[src/demod_loop_cfg.svh]
// Purpose: Constants for the demodulator tracking-loop configuration block
// Assumes: APB byte address = 4 * register index
// Notes:   Gains are coded in half-units of the base gain (K/2 = 1, K = 2)
//
// Operation
// RULE1: With the carrier gate bit set (its reset value) both loops stay frozen until carrier sense.
// RULE2: Before sync the frequency gain is K, 2K, 3K or 4K by a 2-bit field that resets to 10.
// RULE3: After sync the frequency gain is the pre-sync gain when its bit is 0 and K/2 when 1 (reset 1).
// RULE4: The frequency offset saturates at 0, BW/8, BW/4 or BW/2 by a 2-bit field resetting to 10.
// RULE5: Software sets the frequency offset limit to zero when ASK or OOK is used.
// RULE6: Before sync the clock recovery integral gain is Ki to 4Ki by a 2-bit field resetting to 01.
// RULE7: Before sync the clock recovery proportional gain is Kp to 4Kp by a 2-bit field resetting to 10.
// RULE8: After sync the integral gain is the pre-sync one when its bit is 0 and Ki/2 when 1 (reset 1).
// RULE9: After sync the proportional gain is the pre-sync one when its bit is 0 and Kp when 1 (reset 1).
// RULE10: The data rate offset saturates at 0, 3.125, 6.25 or 12.5 percent by a field resetting to 00.
// RULE11: Each new reception returns both loops to pre-sync gains until a sync word is detected.
`ifndef DEMOD_LOOP_CFG_SVH
`define DEMOD_LOOP_CFG_SVH

// ****************************************************************
// Register indices (byte address is index * 4)
// ****************************************************************
`define CFG_FOC_IDX   6'h19
`define CFG_BSC_IDX   6'h1a
`define CFG_STAT_IDX  6'h20

// ****************************************************************
// Reset values
// ****************************************************************
`define CFG_FOC_RST   6'h36
`define CFG_BSC_RST   8'h6c

// ****************************************************************
// Field positions
// ****************************************************************
`define FOC_GATE_BIT  5
`define FOC_PRE_HI    4
`define FOC_PRE_LO    3
`define FOC_POST_BIT  2
`define FOC_LIM_HI    1
`define FOC_LIM_LO    0
`define BSC_KI_HI     7
`define BSC_KI_LO     6
`define BSC_KP_HI     5
`define BSC_KP_LO     4
`define BSC_POSTI_BIT 3
`define BSC_POSTP_BIT 2
`define BSC_LIM_HI    1
`define BSC_LIM_LO    0
`define STAT_SYNC_BIT 0
`define STAT_FRZ_BIT  1

// ****************************************************************
// Gain codes in half-units
// ****************************************************************
`define GAIN_HALF     4'h1
`define GAIN_ONE      4'h2

`endif

[src/demod_loop_pkg.sv]
// Purpose: Types for the demodulator tracking-loop configuration block
// Assumes: Constants come from demod_loop_cfg.svh
// Notes:   One packed struct carries all state of the top module
`default_nettype none
package demod_loop_pkg;

  typedef enum logic [1:0] {
    ST_PRESYNC  = 2'b01,
    ST_POSTSYNC = 2'b10
  } loop_phase_t;

  typedef struct packed {
    logic [5:0]  foc_cfg;
    logic [7:0]  bsc_cfg;
    loop_phase_t phase;
    logic        pready;
    logic        pslverr;
    logic [31:0] prdata;
    logic        freeze;
    logic [3:0]  freq_gain;
    logic [3:0]  ki_gain;
    logic [3:0]  kp_gain;
    logic [1:0]  freq_limit;
    logic [1:0]  rate_limit;
  } cfg_state_t;

endpackage
`default_nettype wire

[src/demod_offset_loop_config.sv]
// Purpose: APB register bank steering the frequency and clock recovery loops
// Assumes: carrier_sense_i, sync_detect_i, rx_start_i come from logic on clock_i
// Notes:   One wait state on every APB access; outputs are registered
`timescale 1ns/1ps
`default_nettype none
`include "demod_loop_cfg.svh"
module demod_offset_loop_config #(
  parameter int ADDR_W = 8
) (
  // Clock and reset
  input  wire logic                  clock_i,
  input  wire logic                  sys_rst_i,
  // APB slave
  input  wire logic                  psel_i,
  input  wire logic                  penable_i,
  input  wire logic                  pwrite_i,
  input  wire logic [ADDR_W-1:0]     paddr_i,
  input  wire logic [31:0]           pwdata_i,
  input  wire logic [3:0]            pstrb_i,
  output logic                       pready_o,
  output logic                       pslverr_o,
  output logic [31:0]                prdata_o,
  // Demodulator events
  input  wire logic                  carrier_sense_i,
  input  wire logic                  sync_detect_i,
  input  wire logic                  rx_start_i,
  // Loop controls
  output logic                       loops_freeze_o,
  output logic                       sync_locked_o,
  output logic [3:0]                 freq_gain_o,
  output logic [3:0]                 ki_gain_o,
  output logic [3:0]                 kp_gain_o,
  output demod_loop_pkg::loop_phase_t loop_phase_o,
  output logic [1:0]                 freq_offset_saturation_o,
  output logic [1:0]                 rate_offset_saturation_o
);
  import demod_loop_pkg::*;

  // ****************************************************************
  // State
  // ****************************************************************
  localparam cfg_state_t RESET_STATE = '{
    foc_cfg:    `CFG_FOC_RST,
    bsc_cfg:    `CFG_BSC_RST,
    phase:      ST_PRESYNC,
    pready:     1'b0,
    pslverr:    1'b0,
    prdata:     32'h0000_0000,
    freeze:     1'b0,
    freq_gain:  4'h0,
    ki_gain:    4'h0,
    kp_gain:    4'h0,
    freq_limit: 2'h0,
    rate_limit: 2'h0
  };

  cfg_state_t  st_ff;
  cfg_state_t  nxt_st;
  logic [3:0]  freq_gain_sel;
  logic [3:0]  ki_gain_sel;
  logic [3:0]  kp_gain_sel;
  logic        post_sync;
  logic [5:0]  reg_idx;
  logic        aligned;
  logic        setup_acc;
  logic        write_acc;

  assign post_sync = (st_ff.phase == ST_POSTSYNC);
  assign reg_idx   = paddr_i[7:2];
  assign aligned   = (paddr_i[1:0] == 2'h0) && ((paddr_i >> 8) == '0);

  // ****************************************************************
  // Gain selection
  // ****************************************************************
  gain_select #(.POST_GAIN(`GAIN_HALF)) u_freq_gain (
    .pre_field_i (st_ff.foc_cfg[`FOC_PRE_HI:`FOC_PRE_LO]),
    .post_bit_i  (st_ff.foc_cfg[`FOC_POST_BIT]),
    .post_sync_i (post_sync),
    .gain_o      (freq_gain_sel)
  );

  gain_select #(.POST_GAIN(`GAIN_HALF)) u_ki_gain (
    .pre_field_i (st_ff.bsc_cfg[`BSC_KI_HI:`BSC_KI_LO]),
    .post_bit_i  (st_ff.bsc_cfg[`BSC_POSTI_BIT]),
    .post_sync_i (post_sync),
    .gain_o      (ki_gain_sel)
  );

  gain_select #(.POST_GAIN(`GAIN_ONE)) u_kp_gain (
    .pre_field_i (st_ff.bsc_cfg[`BSC_KP_HI:`BSC_KP_LO]),
    .post_bit_i  (st_ff.bsc_cfg[`BSC_POSTP_BIT]),
    .post_sync_i (post_sync),
    .gain_o      (kp_gain_sel)
  );

  // ****************************************************************
  // Next state
  // ****************************************************************
  always_comb begin
    nxt_st    = st_ff;
    setup_acc = psel_i && penable_i && !st_ff.pready;
    write_acc = psel_i && penable_i && st_ff.pready && pwrite_i && pstrb_i[0];

    // Bus answer one cycle into the access phase
    nxt_st.pready  = setup_acc;
    nxt_st.pslverr = 1'b0;
    nxt_st.prdata  = 32'h0000_0000;
    if (setup_acc) begin
      if (!aligned) begin
        nxt_st.pslverr = 1'b1;
      end else begin
        case (reg_idx)
          `CFG_FOC_IDX: begin
            nxt_st.prdata = {26'h0, st_ff.foc_cfg};
          end
          `CFG_BSC_IDX: begin
            nxt_st.prdata = {24'h0, st_ff.bsc_cfg};
          end
          `CFG_STAT_IDX: begin
            nxt_st.prdata[`STAT_SYNC_BIT] = post_sync;
            nxt_st.prdata[`STAT_FRZ_BIT]  = st_ff.freeze;
            nxt_st.pslverr = pwrite_i;
          end
          default: begin
            nxt_st.pslverr = 1'b1;
          end
        endcase
      end
    end

    // Write lands on the edge that completes the transfer
    if (write_acc && aligned && !st_ff.pslverr) begin
      if (reg_idx == `CFG_FOC_IDX) begin
        nxt_st.foc_cfg = pwdata_i[5:0];
      end
      if (reg_idx == `CFG_BSC_IDX) begin
        nxt_st.bsc_cfg = pwdata_i[7:0];
      end
    end

    // Reception phase: a new reception wins over a sync in the same cycle
    case (st_ff.phase)
      ST_PRESYNC: begin
        if (!rx_start_i && sync_detect_i) begin
          nxt_st.phase = ST_POSTSYNC; // RULE11
        end
      end
      ST_POSTSYNC: begin
        if (rx_start_i) begin
          nxt_st.phase = ST_PRESYNC; // RULE11
        end
      end
      default: begin
        nxt_st.phase = ST_PRESYNC;
      end
    endcase

    nxt_st.freeze     = st_ff.foc_cfg[`FOC_GATE_BIT] && !carrier_sense_i; // RULE1
    nxt_st.freq_gain  = freq_gain_sel; // RULE2 RULE3
    nxt_st.ki_gain    = ki_gain_sel; // RULE6 RULE8
    nxt_st.kp_gain    = kp_gain_sel; // RULE7 RULE9
    nxt_st.freq_limit = st_ff.foc_cfg[`FOC_LIM_HI:`FOC_LIM_LO]; // RULE4
    nxt_st.rate_limit = st_ff.bsc_cfg[`BSC_LIM_HI:`BSC_LIM_LO]; // RULE10
  end

  always_ff @(posedge clock_i) begin
    if (sys_rst_i) begin
      st_ff <= RESET_STATE;
    end else begin
      st_ff <= nxt_st;
    end
  end

  // ****************************************************************
  // Outputs
  // ****************************************************************
  assign pready_o                 = st_ff.pready;
  assign pslverr_o                = st_ff.pslverr;
  assign prdata_o                 = st_ff.prdata;
  assign loops_freeze_o           = st_ff.freeze;
  assign sync_locked_o            = post_sync;
  assign loop_phase_o             = st_ff.phase;
  assign freq_gain_o              = st_ff.freq_gain;
  assign ki_gain_o                = st_ff.ki_gain;
  assign kp_gain_o                = st_ff.kp_gain;
  assign freq_offset_saturation_o = st_ff.freq_limit;
  assign rate_offset_saturation_o = st_ff.rate_limit;

  logic [3:0] pre_freq_exp;
  logic [3:0] pre_ki_exp;
  logic [3:0] pre_kp_exp;
  assign pre_freq_exp = {({1'b0, st_ff.foc_cfg[`FOC_PRE_HI:`FOC_PRE_LO]} + 3'h1), 1'b0};
  assign pre_ki_exp   = {({1'b0, st_ff.bsc_cfg[`BSC_KI_HI:`BSC_KI_LO]} + 3'h1), 1'b0};
  assign pre_kp_exp   = {({1'b0, st_ff.bsc_cfg[`BSC_KP_HI:`BSC_KP_LO]} + 3'h1), 1'b0};
endmodule
`default_nettype wire

[src/gain_select.sv]
// Purpose: Picks a loop gain from a pre-sync field and a post-sync bit
// Assumes: Gains in half-units; pre-sync field n selects (n+1) times base
// Notes:   Combinational; the caller registers the result
`timescale 1ns/1ps
`default_nettype none
`include "demod_loop_cfg.svh"
module gain_select #(
  parameter logic [3:0] POST_GAIN = `GAIN_HALF
) (
  // Settings
  input  wire logic [1:0] pre_field_i,
  input  wire logic       post_bit_i,
  // Loop phase
  input  wire logic       post_sync_i,
  // Result
  output logic [3:0]      gain_o
);

  logic [2:0] mult;

  always_comb begin
    mult = {1'b0, pre_field_i} + 3'h1;
    if (post_sync_i && post_bit_i) begin
      gain_o = POST_GAIN;
    end else begin
      gain_o = {mult, 1'b0};
    end
  end

endmodule
`default_nettype wire

[config.mk]
export PLATFORM = sky130hd
export DESIGN_NAME = demod_offset_loop_config
export DESIGN_NICKNAME = d
export VERILOG_FILES = /design/src/demod_loop_pkg.sv /design/src/demod_offset_loop_config.sv /design/src/gain_select.sv
export VERILOG_INCLUDE_DIRS = /design/src
export SDC_FILE = /design/constraint.sdc
export NUM_CORES = 1
export LEC_CHECK = 0
export BUFFER_PORTS_ARGS = -buffer_cell sky130_fd_sc_hd__buf_2
export CORE_UTILIZATION = 45
export DETAILED_ROUTE_END_ITERATION = 10
export PLACE_DENSITY = 0.91
export SLEW_MARGIN = 5
export SYNTH_ARGS = -nofsm -noshare
export SYNTH_HDL_FRONTEND = slang
export SYNTH_SLANG_ARGS = --single-unit
[constraint.sdc]
create_clock -name clock_i -period 1.64 [get_ports clock_i]
set_clock_uncertainty 0.2 [all_clocks]
set_input_delay 0.246 -clock clock_i [delete_from_list [all_inputs] [get_ports clock_i]]
set_output_delay 0.246 -clock clock_i [all_outputs]
set_load 0.02 [all_outputs]
==> flow_summary.toml <==
[outcome]
status = "finished, final reports clean"

[final_layout]
seq_area_um2 = 841
drive_gt1_frac = 0.303
final_cell_mix = "buf_2 (53), dfxtp_1 (42), conb_1 (25)"
multiInputGateArea_um2 = 785
mostFrequentLayoutCell = "buf_2"
antennaDiodeCount = 0
fillers = 392
nets = 305
syn_to_final_growth_pct = 12.6

[global_route]
antenna_found_initial = 0
grt_use_total = 0.163
grt_pass1_wl_mm = 5.33
grt_max_degree = 27
grt_pass1_vias = 1208
grt-ovfl-total = 0

[floorplanning]
die_h_um = 68.5
ios = 106
chipWidth_um = 68.5
row_count = 23
start_util = 0.483
core_area_um2 = 4120
die_area_um2 = 4690

[yosys]
synth_xor_area_frac = 0
synthesis.area_um2 = 1990
ys_seq_area_frac = 0.423
synth.area.mux_share = 0.0730
synth_compound_area_frac = 0.0415
synth-seq-cells = 42
async_flop_share = 0
synthCells = 212
ys_types = 33
synth-simple-area-share = 0.214
synth-edff-count = 0
synth_top_family_by_area = "buffers and inverters"
synthFlopType = "dfxtp_1"
synthAdderAreaFrac = 0.0189
yosys_warnings = 0
syn_avg_cell_area_um2 = 9.38

[drt]
wl_per_cell_um = 11.6
wl_met2_mm = 1.70
drcViolationCount = 0
avgViaCountPerCell = 4.60
wl_mm = 3.50
wl_met1_mm = 1.52
drt_iter0_drc = 64
first_pass_iters = 4
wl_met3_um = 206
vias = 1385
ant_nets = 0
highest_layer = "met4"

[timing]
fmax_mhz = 646
period_needed_ns = 1.55
period_share = 0.944
finalHoldViolCount = 0
rsz0062_at_grt = "false"
setup_tns_ns = 0
finalSetupViolCount = 0
whs_ns = 0.0210
drv_slew = 0

[critical_path]
arrival_ns = 1.10
rrSetupSlack_ns = 0.11
cp-end-kind = "output pin"
crit_type = "reg2out"
required_ns = 1.19
worst-path-max-fanout = 4
start_kind = "register"

[cts]
htreeDepth = 2
clk_pin_slew_ns = 0.08
clockBufferDepth = 2
cts_sinks = 42
insertion_delay_ns = 0.29
cts.root.buffer_cell = "clkbuf_8"
cts_made_buffers = 5
cts_tree = "done"

[power_and_ir_drop]
power_leakage_uw = 0.00105
fin_total_pwr_uw = 2220
p_per_area_nw_per_um2 = 993
ir_drop_v = 0.000304

[placed_design]
hpwl_mm = 2.66
portBuffers = 53
gp_congestion = 0.841

[run]
drv_cap = 0

[worst_hold_path]
min_path_type = "in2reg"
## layout make-up
class                   count  area share
multi-input cells         129       0.350
clock inverters             2      0.0268
flip-flops and latches     42       0.375
repair buffers             67       0.174
well taps                  50      0.0279
clock buffers               6      0.0369
inverters                   5     0.00838
## kinds of logic (layout without fill, tap and decap cells)
family,Yosys count,count (layout)
other,1,25
adder cells (fa/ha/maj),3,3
flip-flops,42,42
multiplexers,14,14
AND/OR/NAND/NOR,73,73
buffers and inverters,65,80
AO/OA/AOI/OAI,14,14
## sequential cells by signal, indices dropped and copies added (netlist names), 2 cells and up
name and count:
st_ff 10, prdata_o 8, freq_gain_o 4, ki_gain_o 4
nxt_st 4, kp_gain_o 3, freq_offset_saturation_o 2, loop_phase_o 2
rate_offset_saturation_o 2
## report_power, final
| part | internal [uW] | switching, uW | total, uW |
|---|---|---|---|
| clock network | 649 | 344 | 993 |
| logic | 65.8 | 128 | 193 |
| registers | 1030 | 4.69 | 1040 |
| total | 1750 | 477 | 2220 |
## through the flow
| step | setup slack, ns | util | std cells | instance area, um^2 |
|---|---|---|---|---|
| finish | 0.0919 | 0.544 | 301 | 2240 |
| global route | 0.0284 | 0.544 | 301 | 2240 |
| CTS | 0.0407 | 0.539 | 298 | 2220 |
| detailed placement | 0.0331 | 0.497 | 287 | 2040 |
| global placement | 0.0551 | 0.497 | 287 | 2040 |
| floorplan | 0.0160 | - | 236 | 2080 |
## Yosys cell counts (2+ instances only)
| cell | number | share of area |
|---|---|---|
| nor2b_1 | 8 | 0.025 |
| inv_1 | 5 | 0.0094 |
| mux2i_1 | 13 | 0.065 |
| buf_2 | 2 | 0.0050 |
| buf_6 | 2 | 0.011 |
| ha_1 | 3 | 0.019 |
| nand3_1 | 14 | 0.035 |
| buf_4 | 51 | 0.19 |
| a21oi_1 | 8 | 0.020 |
| and3_1 | 2 | 0.0063 |
| nand2_1 | 3 | 0.0057 |
| nand2b_1 | 10 | 0.031 |
| and4bb_1 | 2 | 0.013 |
| nor3b_1 | 3 | 0.011 |
| nor2_1 | 15 | 0.028 |
| a31oi_1 | 3 | 0.0094 |
| dfxtp_1 | 42 | 0.42 |
| clkbuf_1 | 4 | 0.0075 |
| nor3_1 | 2 | 0.0050 |
| and2_1 | 7 | 0.022 |
## metal layers
layer,global-route usage,vias to the layer above
met3,0.0592,5
met5,0,-
li1,-,697
met1,0.182,627
met4,0.0781,0
met2,0.272,56
## critical path, cell delays in order, from the launching register on
cell and delay, ns:
dfxtp_1 0.33, nand2b_1 0.20, inv_2 0.11, buf_2 0.17
## path summary, 6_finish.rpt
| path | from | endpoint | cells after the start |
|---|---|---|---|
| max | loop_phase_o[0] | sync_locked_o | 3 |
| min | pwdata_i[2] | st_ff[63] | 3 |
| max reg2reg | pslverr_o | st_ff[57] | 4 |
| min reg2reg | st_ff[64] | freq_gain_o[1] | 1 |
## what timing repair did
action | 4_1_cts | 5_1_grt
setup endpoints to repair | 1 | 1
gates resized for setup | 1 | 0
hold endpoints to repair | 4 | 0
buffers inserted | 0 | 3
hold buffers | 3 | 0
Note: power is estimated with default switching activity, not from simulation.
